### src/core/pwmas_pkg.sv
// Constants and carrier types for the PWM auto-shutdown and restart block
//------------------------------------------------------------
// Overview of operation
// RQ1: Bit 7 of shutdown control holds status; 1 means outputs are shut down.
// RQ2: Bits 6-4 select sources: none, comp1, comp2, either, pin, pin+comps.
// RQ3: During shutdown pins A and C tri-state on 1x, high on 01, low on 00.
// RQ4: During shutdown pins B and D tri-state on 1x, high on 01, low on 00.
// RQ5: Reduced pin variant tri-states its single output when the A/C field is 1x.
// RQ6: Reduced pin variant leaves the B/D field unimplemented, reading zero.
// RQ7: With auto restart, status stays set while cause lasts, then clears itself.
// RQ8: Without auto restart, status stays set until software clears it.
// RQ9: After status clears, outputs stay shut down until the next period begins.
// RQ10: Software writes to the status bit are ignored while a cause is active.
// RQ11: Comparator sources act as levels; status cannot clear while one persists.
// RQ12: Software writing 1 to the status bit forces shutdown.
// RQ13: Two low mode bits choose polarity per pair A/C and B/D.
// RQ14: Software sets polarity before enabling outputs; never change it while driving.
// RQ15: Run one full period before enabling outputs; timer flag marks period two.
// RQ16: Software follows the documented setup order before enabling outputs.
// RQ17: Sleep freezes the timer and all state; driven pins keep their values. Here bus writes other than the status bit still land in sleep.
// RQ18: Primary idle runs unchanged; other modes clock the timer from their tick.
// RQ19: A shutdown event forces the pins without waiting for a period boundary.
// RQ20: Status set at a period start keeps outputs shut down that whole period.
// RQ21: A low fault pin is a shutdown event when that pin is selected.
// RQ22: Sources are synchronised for status; the pin override acts at once.
//------------------------------------------------------------
package pwmas_pkg;

	// Register byte offsets
	localparam logic [4:0] OFS_SHUTDOWN = 5'h00;
	localparam logic [4:0] OFS_CONFIG   = 5'h04;
	localparam logic [4:0] OFS_MODULE   = 5'h08;
	localparam logic [4:0] OFS_PERIOD   = 5'h0C;
	localparam logic [4:0] OFS_TIMER    = 5'h10;

	// Field positions
	localparam int BIT_STATUS   = 7;
	localparam int BIT_SEL_LO   = 4;
	localparam int BIT_AC_LO    = 2;
	localparam int BIT_BD_LO    = 0;
	localparam int BIT_RESTART  = 7;
	localparam int BIT_POL_AC   = 1;
	localparam int BIT_POL_BD   = 0;
	localparam int BIT_RUN      = 0;
	localparam int BIT_FLAG     = 1;

	// Reset values
	localparam logic [7:0] RST_SHUTDOWN = 8'h00;
	localparam logic [7:0] RST_PERIOD   = 8'hFF;

	// Bus responses
	localparam logic [1:0] RESP_OKAY   = 2'b00;
	localparam logic [1:0] RESP_SLVERR = 2'b10;

	// Fault sources, all active high after the pin is inverted
	typedef struct packed {
		logic fault_pin;
		logic comp2;
		logic comp1;
	} pwmas_src_type;

	// One output pin: level and active-low output enable
	typedef struct packed {
		logic level;
		logic oe_b;
	} pwmas_pin_type;

endpackage // pwmas_pkg

### src/core/pwmas_core.sv
// Auto-shutdown, restart, period timer and AXI4-Lite registers
//
// Chosen here: the placing of the registers and the AXI4-Lite interface to the registers.
`timescale 1ns/10ps

module pwmas_core #(
	parameter bit REDUCED_PINS = 1'b0
) (
	// Clock and reset
	input  wire logic                   clk_in,
	input  wire logic                   rst_b_in,
	// AXI4-Lite write address and data
	input  wire logic                   s_axi_awvalid_in,
	output logic                        s_axi_awready_out,
	input  wire logic [4:0]             s_axi_awaddr_in,
	input  wire logic                   s_axi_wvalid_in,
	output logic                        s_axi_wready_out,
	input  wire logic [31:0]            s_axi_wdata_in,
	input  wire logic [3:0]             s_axi_wstrb_in,
	// AXI4-Lite write response
	output logic                        s_axi_bvalid_out,
	input  wire logic                   s_axi_bready_in,
	output logic [1:0]                  s_axi_bresp_out,
	// AXI4-Lite read
	input  wire logic                   s_axi_arvalid_in,
	output logic                        s_axi_arready_out,
	input  wire logic [4:0]             s_axi_araddr_in,
	output logic                        s_axi_rvalid_out,
	input  wire logic                   s_axi_rready_in,
	output logic [31:0]                 s_axi_rdata_out,
	output logic [1:0]                  s_axi_rresp_out,
	// Fault sources
	input  wire logic                   fault_input_pin_b_in,
	input  wire logic                   comp1_in,
	input  wire logic                   comp2_in,
	// Power management
	input  wire logic                   sleep_in,
	input  wire logic                   pm_clock_select_in,
	input  wire logic                   pm_tick_in,
	// Modulated signals from the PWM generator, order A B C D
	input  wire logic [3:0]             pwm_in,
	// Output pins A B C D
	output pwmas_pkg::pwmas_pin_type    output_a_out,
	output pwmas_pkg::pwmas_pin_type    output_b_out,
	output pwmas_pkg::pwmas_pin_type    output_c_out,
	output pwmas_pkg::pwmas_pin_type    output_d_out,
	// Period begin indication
	output logic                        period_timer_flag_out
);

	//------------------------------------------------------------
	// State
	//------------------------------------------------------------
	typedef struct packed {
		logic                     shutdown_status;
		logic [2:0]               shutdown_source_select;
		logic [1:0]               pair_ac_shutdown_state;
		logic [1:0]               pair_bd_shutdown_state;
		logic                     auto_restart_enable;
		logic [1:0]               polarity_select;
		logic [7:0]               period_register;
		logic [7:0]               timer_count;
		logic                     period_timer_run;
		logic                     period_timer_flag;
		logic                     period_shutdown;
		pwmas_pkg::pwmas_src_type src_meta;
		pwmas_pkg::pwmas_src_type src_sync;
		pwmas_pkg::pwmas_pin_type [3:0] pins;
		logic                     aw_hold;
		logic [4:0]               aw_addr;
		logic                     w_hold;
		logic [7:0]               w_data;
		logic                     w_lane0;
		logic                     awready;
		logic                     wready;
		logic                     bvalid;
		logic [1:0]               bresp;
		logic                     arready;
		logic                     rvalid;
		logic [7:0]               rdata;
		logic [1:0]               rresp;
	} pwmas_state_type;

	pwmas_state_type          st;
	pwmas_state_type          next_st;
	pwmas_pkg::pwmas_src_type src_raw;
	logic [2:0]               sel_raw;
	logic [2:0]               sel_sync;
	logic                     cause_raw;
	logic                     cause_sync;
	logic                     do_write;
	logic                     do_read;
	logic                     tick;
	logic                     period_begin;
	logic                     hold_shutdown;
	logic [7:0]               reg_shutdown;
	logic [3:0]               pin_state [4];

	//------------------------------------------------------------
	// Fault cause decode
	//------------------------------------------------------------
	// Raw sources and decoded select masks
	// RQ21: low pin faults
	assign src_raw = '{fault_pin: ~fault_input_pin_b_in, comp2: comp2_in, comp1: comp1_in};
	// RQ2: source select decode
	assign sel_raw    = st.shutdown_source_select & src_raw;
	assign sel_sync   = st.shutdown_source_select & st.src_sync;
	// RQ19: raw cause for override
	assign cause_raw  = |sel_raw;
	// RQ22: synchronised status cause
	assign cause_sync = |sel_sync;

	// Bus handshakes that commit an access this cycle
	assign do_write = st.aw_hold && st.w_hold && !st.bvalid;
	assign do_read  = s_axi_arvalid_in && st.arready;

	// Timer advance source
	// RQ18: power-managed tick select
	assign tick = st.period_timer_run && (pm_clock_select_in ? pm_tick_in : 1'b1);
	assign period_begin = tick && (st.timer_count == st.period_register);

	// Outputs forced while any shutdown term holds
	// RQ9: period latch keeps shutdown
	assign hold_shutdown = st.shutdown_status || st.period_shutdown || cause_raw;

	// Register image of the shutdown control register
	// RQ6: B/D field reads zero
	assign reg_shutdown = {st.shutdown_status, st.shutdown_source_select,
		st.pair_ac_shutdown_state,
		REDUCED_PINS ? 2'b00 : st.pair_bd_shutdown_state};

	//------------------------------------------------------------
	// Per-pin shutdown and normal drive
	//------------------------------------------------------------
	genvar gi;
	generate
		for (gi = 0; gi < 4; gi++) begin : g_pin
			// Pins A and C use the A/C field, B and D the B/D field
			localparam bit IS_AC = (gi == 0) || (gi == 2);
			logic [1:0] sd_field;
			logic       pol_low;
			logic       unused_pin;
			// RQ3: A/C shutdown state
			// RQ4: B/D shutdown state
			assign sd_field   = IS_AC ? st.pair_ac_shutdown_state : st.pair_bd_shutdown_state;
			// RQ13: per-pair polarity
			assign pol_low    = IS_AC ? st.polarity_select[pwmas_pkg::BIT_POL_AC]
				: st.polarity_select[pwmas_pkg::BIT_POL_BD];
			// RQ5: single output only
			assign unused_pin = REDUCED_PINS && (gi != 0);
			// Bit 3 tri-state, bit 2 level when shut down, bits 1:0 normal
			assign pin_state[gi] = {sd_field[1] || unused_pin, sd_field[0],
				unused_pin, pwm_in[gi] ^ pol_low};
		end
	endgenerate

	//------------------------------------------------------------
	// Next state
	//------------------------------------------------------------
	// Compute all next values; sleep freezes timer, status and pins, bus writes still land
	always_comb begin
		next_st = st;
		// Source synchronisers
		next_st.src_meta = src_raw;
		next_st.src_sync = st.src_meta;
		// Write address and data capture, in either order
		if (s_axi_awvalid_in && st.awready) begin
			next_st.aw_hold = 1'b1;
			next_st.aw_addr = s_axi_awaddr_in;
		end
		if (s_axi_wvalid_in && st.wready) begin
			next_st.w_hold  = 1'b1;
			next_st.w_data  = s_axi_wdata_in[7:0];
			next_st.w_lane0 = s_axi_wstrb_in[0];
		end
		if (st.bvalid && s_axi_bready_in) begin
			next_st.bvalid = 1'b0;
		end
		if (!sleep_in) begin
			// Period timer
			// RQ17: sleep freezes timer
			if (period_begin) begin
				next_st.timer_count = 8'h00;
			end else if (tick) begin
				next_st.timer_count = st.timer_count + 8'h01;
			end
			// Period latch takes the status at the period boundary
			// RQ20: whole period shut down
			if (period_begin) begin
				next_st.period_shutdown = st.shutdown_status;
			end
		end
		// Register write, lane 0 carries every implemented bit
		if (do_write) begin
			next_st.aw_hold = 1'b0;
			next_st.w_hold  = 1'b0;
			next_st.bvalid  = 1'b1;
			next_st.bresp   = pwmas_pkg::RESP_OKAY;
			case (st.aw_addr)
				pwmas_pkg::OFS_SHUTDOWN: begin
					if (st.w_lane0) begin
						next_st.shutdown_source_select = st.w_data[pwmas_pkg::BIT_SEL_LO +: 3];
						next_st.pair_ac_shutdown_state = st.w_data[pwmas_pkg::BIT_AC_LO +: 2];
						next_st.pair_bd_shutdown_state = REDUCED_PINS ? 2'b00
							: st.w_data[pwmas_pkg::BIT_BD_LO +: 2];
						// RQ10: write ignored on cause
						// RQ12: software forced shutdown
						if (!cause_sync && !sleep_in) begin
							next_st.shutdown_status = st.w_data[pwmas_pkg::BIT_STATUS];
						end
					end
				end
				pwmas_pkg::OFS_CONFIG: begin
					if (st.w_lane0) begin
						next_st.auto_restart_enable = st.w_data[pwmas_pkg::BIT_RESTART];
					end
				end
				pwmas_pkg::OFS_MODULE: begin
					if (st.w_lane0) begin
						next_st.polarity_select = st.w_data[1:0];
					end
				end
				pwmas_pkg::OFS_PERIOD: begin
					if (st.w_lane0) begin
						next_st.period_register = st.w_data;
					end
				end
				pwmas_pkg::OFS_TIMER: begin
					if (st.w_lane0) begin
						next_st.period_timer_run = st.w_data[pwmas_pkg::BIT_RUN];
						if (!st.w_data[pwmas_pkg::BIT_FLAG]) begin
							next_st.period_timer_flag = 1'b0;
						end
					end
				end
				default: begin
					next_st.bresp = pwmas_pkg::RESP_SLVERR;
				end
			endcase
		end
		if (!sleep_in) begin
			// RQ7: auto restart clears status
			if (st.auto_restart_enable && !cause_sync
				&& !(do_write && st.aw_addr == pwmas_pkg::OFS_SHUTDOWN && st.w_lane0)) begin
				next_st.shutdown_status = 1'b0;
			end
			// RQ8: status held until software
			// RQ11: level cause keeps status
			if (cause_sync) begin
				next_st.shutdown_status = 1'b1;
			end
			// RQ9: set status extends period latch
			if (next_st.shutdown_status) begin
				next_st.period_shutdown = 1'b1;
			end
			// RQ15: flag at each period start
			if (period_begin) begin
				next_st.period_timer_flag = 1'b1;
			end
		end
		// Read channel
		if (st.rvalid && s_axi_rready_in) begin
			next_st.rvalid = 1'b0;
		end
		if (do_read) begin
			next_st.rvalid = 1'b1;
			next_st.rresp  = pwmas_pkg::RESP_OKAY;
			case (s_axi_araddr_in)
				pwmas_pkg::OFS_SHUTDOWN: next_st.rdata = reg_shutdown;
				pwmas_pkg::OFS_CONFIG:   next_st.rdata = {st.auto_restart_enable, 7'h00};
				pwmas_pkg::OFS_MODULE:   next_st.rdata = {6'h00, st.polarity_select};
				pwmas_pkg::OFS_PERIOD:   next_st.rdata = st.period_register;
				pwmas_pkg::OFS_TIMER:    next_st.rdata = {6'h00, st.period_timer_flag,
					st.period_timer_run};
				default: begin
					next_st.rdata = 8'h00;
					next_st.rresp = pwmas_pkg::RESP_SLVERR;
				end
			endcase
		end
		// Ready signals registered from the next hold state
		next_st.awready = !next_st.aw_hold && !next_st.bvalid;
		next_st.wready  = !next_st.w_hold && !next_st.bvalid;
		next_st.arready = !next_st.rvalid && !do_read;
		// Pin drive; sleep keeps the last driven value
		if (!sleep_in) begin
			for (int i = 0; i < 4; i++) begin
				if (hold_shutdown) begin
					next_st.pins[i].oe_b  = pin_state[i][3];
					next_st.pins[i].level = pin_state[i][2];
				end else begin
					next_st.pins[i].oe_b  = pin_state[i][1];
					next_st.pins[i].level = pin_state[i][0];
				end
			end
		end
	end

	//------------------------------------------------------------
	// State register
	//------------------------------------------------------------
	// Synchronous active-low reset to all-quiet values
	always_ff @(posedge clk_in) begin
		if (!rst_b_in) begin
			st                  <= '0;
			st.period_register  <= pwmas_pkg::RST_PERIOD;
			{st.shutdown_status, st.shutdown_source_select, st.pair_ac_shutdown_state,
				st.pair_bd_shutdown_state} <= pwmas_pkg::RST_SHUTDOWN;
			st.pins             <= {4{2'b01}};
		end else begin
			st <= next_st;
		end
	end

	//------------------------------------------------------------
	// Outputs
	//------------------------------------------------------------
	// All outputs come straight from state flip-flops
	assign s_axi_awready_out     = st.awready;
	assign s_axi_wready_out      = st.wready;
	assign s_axi_bvalid_out      = st.bvalid;
	assign s_axi_bresp_out       = st.bresp;
	assign s_axi_arready_out     = st.arready;
	assign s_axi_rvalid_out      = st.rvalid;
	assign s_axi_rdata_out       = {24'h00_0000, st.rdata};
	assign s_axi_rresp_out       = st.rresp;
	assign output_a_out          = st.pins[0];
	assign output_b_out          = st.pins[1];
	assign output_c_out          = st.pins[2];
	assign output_d_out          = st.pins[3];
	assign period_timer_flag_out = st.period_timer_flag;

endmodule // pwmas_core

### config.mk
export PLATFORM = sky130hd
export DESIGN_NAME = pwmas_core
export DESIGN_NICKNAME = d
export VERILOG_FILES = /design/src/core/pwmas_pkg.sv /design/src/core/pwmas_core.sv
export SDC_FILE = /design/constraint.sdc
export NUM_CORES = 1
export LEC_CHECK = 0
export BUFFER_PORTS_ARGS = -buffer_cell sky130_fd_sc_hd__buf_4
export CORE_ASPECT_RATIO = 1.2
export CORE_UTILIZATION = 45
export DETAILED_ROUTE_END_ITERATION = 8
export PLACE_DENSITY = 0.87
export SLEW_MARGIN = 20
export SYNTH_ARGS = -nofsm -noshare
export SYNTH_HDL_FRONTEND = slang
export SYNTH_SLANG_ARGS = --single-unit
export TNS_END_PERCENT = 20
### constraint.sdc
create_clock -name clk_in -period 1.3 [get_ports clk_in]
set_input_delay 0.26 -clock clk_in [delete_from_list [all_inputs] [get_ports clk_in]]
set_output_delay 0.26 -clock clk_in [all_outputs]
set_load 0.02 [all_outputs]
==> results by group <==
Worst setup path
  • Critical path, cell by cell: nor4_4 -> and3_4 -> mux2i_1 -> nor2_1
  • Crit path max fanout: 7
  • Critical path's slowest cell: nor4_4
  • Worst Path Arrival: 1720 ps
  • CP required: 1540 ps
  • WS Path Type: register to register
  • Crit-path max cell delay: 380 ps
  • Worst Path Buf+Inv: 0
  • Cell family with most CP delay: simple AND/OR/NAND/NOR gates
  • Reg2reg setup slack: -180 ps
  • Worst Setup End Kind: register
  • Critical path startpoint category: register

Floorplanning
  • Row cnt: 34
  • Core Area: 0.00736 mm2
  • Die area: 0.00808 mm2
  • Die X: 82.2 um
  • IO Count: 113
  • Die H: 98.3 um
  • Starting Density: 0.472

Final layout
  • Final cell utilization of the core: 0.613
  • Final net count: 562
  • Commonest non-fill, non-tap cells in the layout: buf_4 (116), dfxtp_1 (55), nand2_1 (43), a21oi_1 (32), nor2_1 (27)
  • Commonest non-fill, non-tap cell in the layout: buf_4
  • Cell area after layout: 0.00451 mm2
  • Ratio of cells with drive above 1 in the final layout: 0.362
  • Fillers: 602
  • Antenna diode count: 0
  • Synthesis-to-layout area growth: 29.8%

Yosys
  • Yosys top cell by area: dfxtp_1
  • Number of synthesized register bits: 73
  • Top post-synthesis cells by area: dfxtp_1 (42%), buf_4 (9.5%), mux2i_1 (5.5%)
  • Unique masters post-synth: 45
  • Yosys warns: 0
  • Post-synth ARST share: 0
  • Post-synth top area share: 0.421
  • Cells after Synth: 402
  • Register area share after synthesis: 0.421
  • Most used DFF post-synth: dfxtp_1
  • Syn_area_per_cell: 8.64 um2
  • Post-Syn Area: 0.00347 mm2
  • EDFF count, synth: 0

STA
  • Setup Skew: 9.53 ps
  • Max Fclk: 0.677 GHz
  • Final Slew Violations: 0
  • Final hold viol count: 0
  • Tcrit/Tclk final: 1.14
  • Period minus WS final: 1480 ps
  • Endpoints failing setup: 28
  • RSZ-0062 raised after global routing: true
  • Worst setup margin: -178 ps

Placed design
  • Placed inst area: 0.00420 mm2
  • Gp weighted congestion: 0.843
  • Detailed Place HPWL: 6.17 mm
  • IO Port Bufs: 59

Power
  • Leak Pwr: 1.86 nW
  • Peak supply drop: 0.000737 V
  • Total design power: 4.42 mW
  • PD cells: 980 mW/mm2

Clock tree
  • CTS tree: built
  • CTS sink cnt: 73
  • Worst skew pair latency: 350 ps
  • Clock slew at reported path FFs: 80 ps
  • Root Driver: clkbuf_8
  • Cts bufs inserted: 9
  • Hold buffer count at CTS: 0
  • CTS max path bufs: 2
  • H-tree Lvls: 3

Global routing
  • First-pass GRT wire length: 13.4 mm
  • Vias in the first global route: 3023
  • Total gr overflow: 0
  • Largest net degree at the start of global routing: 35
  • Total global-route track usage: 0.218
  • Initial antenna violation count: 0

Drt
  • DR pass1 iterations: 5
  • Vias per cell: 5.44
  • Initial DRC Count: 175
  • DRT antenna net count: 0
  • Routed wire per std cell: 14.6 um
  • Routed WL: 8.66 mm
  • Vias: 3223
  • DRC: 0

Min path
  • Type of the most critical hold path: input port to register

Status
  • Violated checks: negative setup slack
  • Status: finished with violations

Run
  • Max-cap violations: 0
## worst register-to-register path, stage by stage (launching register included)
cell	delay (ps)
dfxtp_2	340
nor4_4	380
and3_4	340
mux2i_1	240
nor2_1	60
## cells by family after synthesis
group,after synthesis,share of synthesized area
flip-flops,73,0.421
buffers and inverters,67,0.126
XOR/XNOR,16,0.0403
other,1,0.00108
AND/OR/NAND/NOR,151,0.223
AO/OA/AOI/OAI,74,0.131
multiplexers,19,0.0547
adder cells (fa/ha/maj),1,0.00360
## cell type report
type	count	area, um2	share of cell area
inverters	7	26.3	0.00583
multi-input cells	287	1800	0.398
flip-flops and latches	73	1490	0.330
repair buffers	120	925	0.205
clock buffers	10	128	0.0283
well taps	90	113	0.0250
clock inverters	6	35.0	0.00777
## per-stage QoR
| step | instances | hold WS, ps | worst slack [ps] | TNS, ps |
|---|---|---|---|---|
| finish | 593 | 64.5 | -178 | -2720 |
| detailed placement | 577 | 429 | -175 | -4030 |
| global placement | 577 | 417 | -133 | -2330 |
| CTS | 592 | 55.2 | -169 | -2080 |
| global route | 593 | 68.8 | -215 | -4410 |
| floorplan | 427 | 332 | -110 | -1330 |
## worst paths after layout
kind,from,endpoint,cells past startpoint
min,fault_input_pin_b_in,next_st[43]$_SDFF_PN0_,2
min reg2reg,next_st[43]$_SDFF_PN0_,st[43]$_SDFF_PN0_,1
max,st[27]$_SDFFE_PN0P_,g_pin[1].sd_field[0]$_SDFFE_PN0P_,4
max reg2reg,st[27]$_SDFFE_PN0P_,g_pin[1].sd_field[0]$_SDFFE_PN0P_,4
## synth_stat cells, types with 9 or more instances
cell type  count
nor2_1        28
buf_4         44
mux2i_1       19
xnor2_1        9
and2_1         9
a21oi_1       32
nand4_1       14
clkbuf_1       9
nand2_1       43
o21ai_0       15
dfxtp_1       73
nand3_1       30
## metal layers
layer / global-route usage / wire length (um) / vias to the layer above
met1: 0.258 / 3420 / 1515
met4: 0.128 / 271 / 0
met2: 0.364 / 4480 / 151
met5: 0 / 0 / -
met3: 0.0308 / 492 / 25
li1: - / - / 1532
## where the power goes
part / leakage (nW) / switching (mW) / internal [mW]
Clock: 0.0818 / 0.845 / 0.679
Sequential: 0.599 / 0.0493 / 2.30
Combinational: 1.18 / 0.319 / 0.233
## flip-flops by register name (all words and copies together), names as in the netlist, 2 cells and up
register         flops
next_st              3
s_axi_rdata_out      8
reg_shutdown         4
g_pin.sd_field       4
st                  38
g_pin.pol_low        2
output_a_out         2
output_b_out         2
## what timing repair did
item                                    CTS  global route
setup buffers                             0             1
endpoints found under the setup margin   35            34
resized for setup                        24            33
pin swaps                                10            17
(Power assumes the default switching activity.)
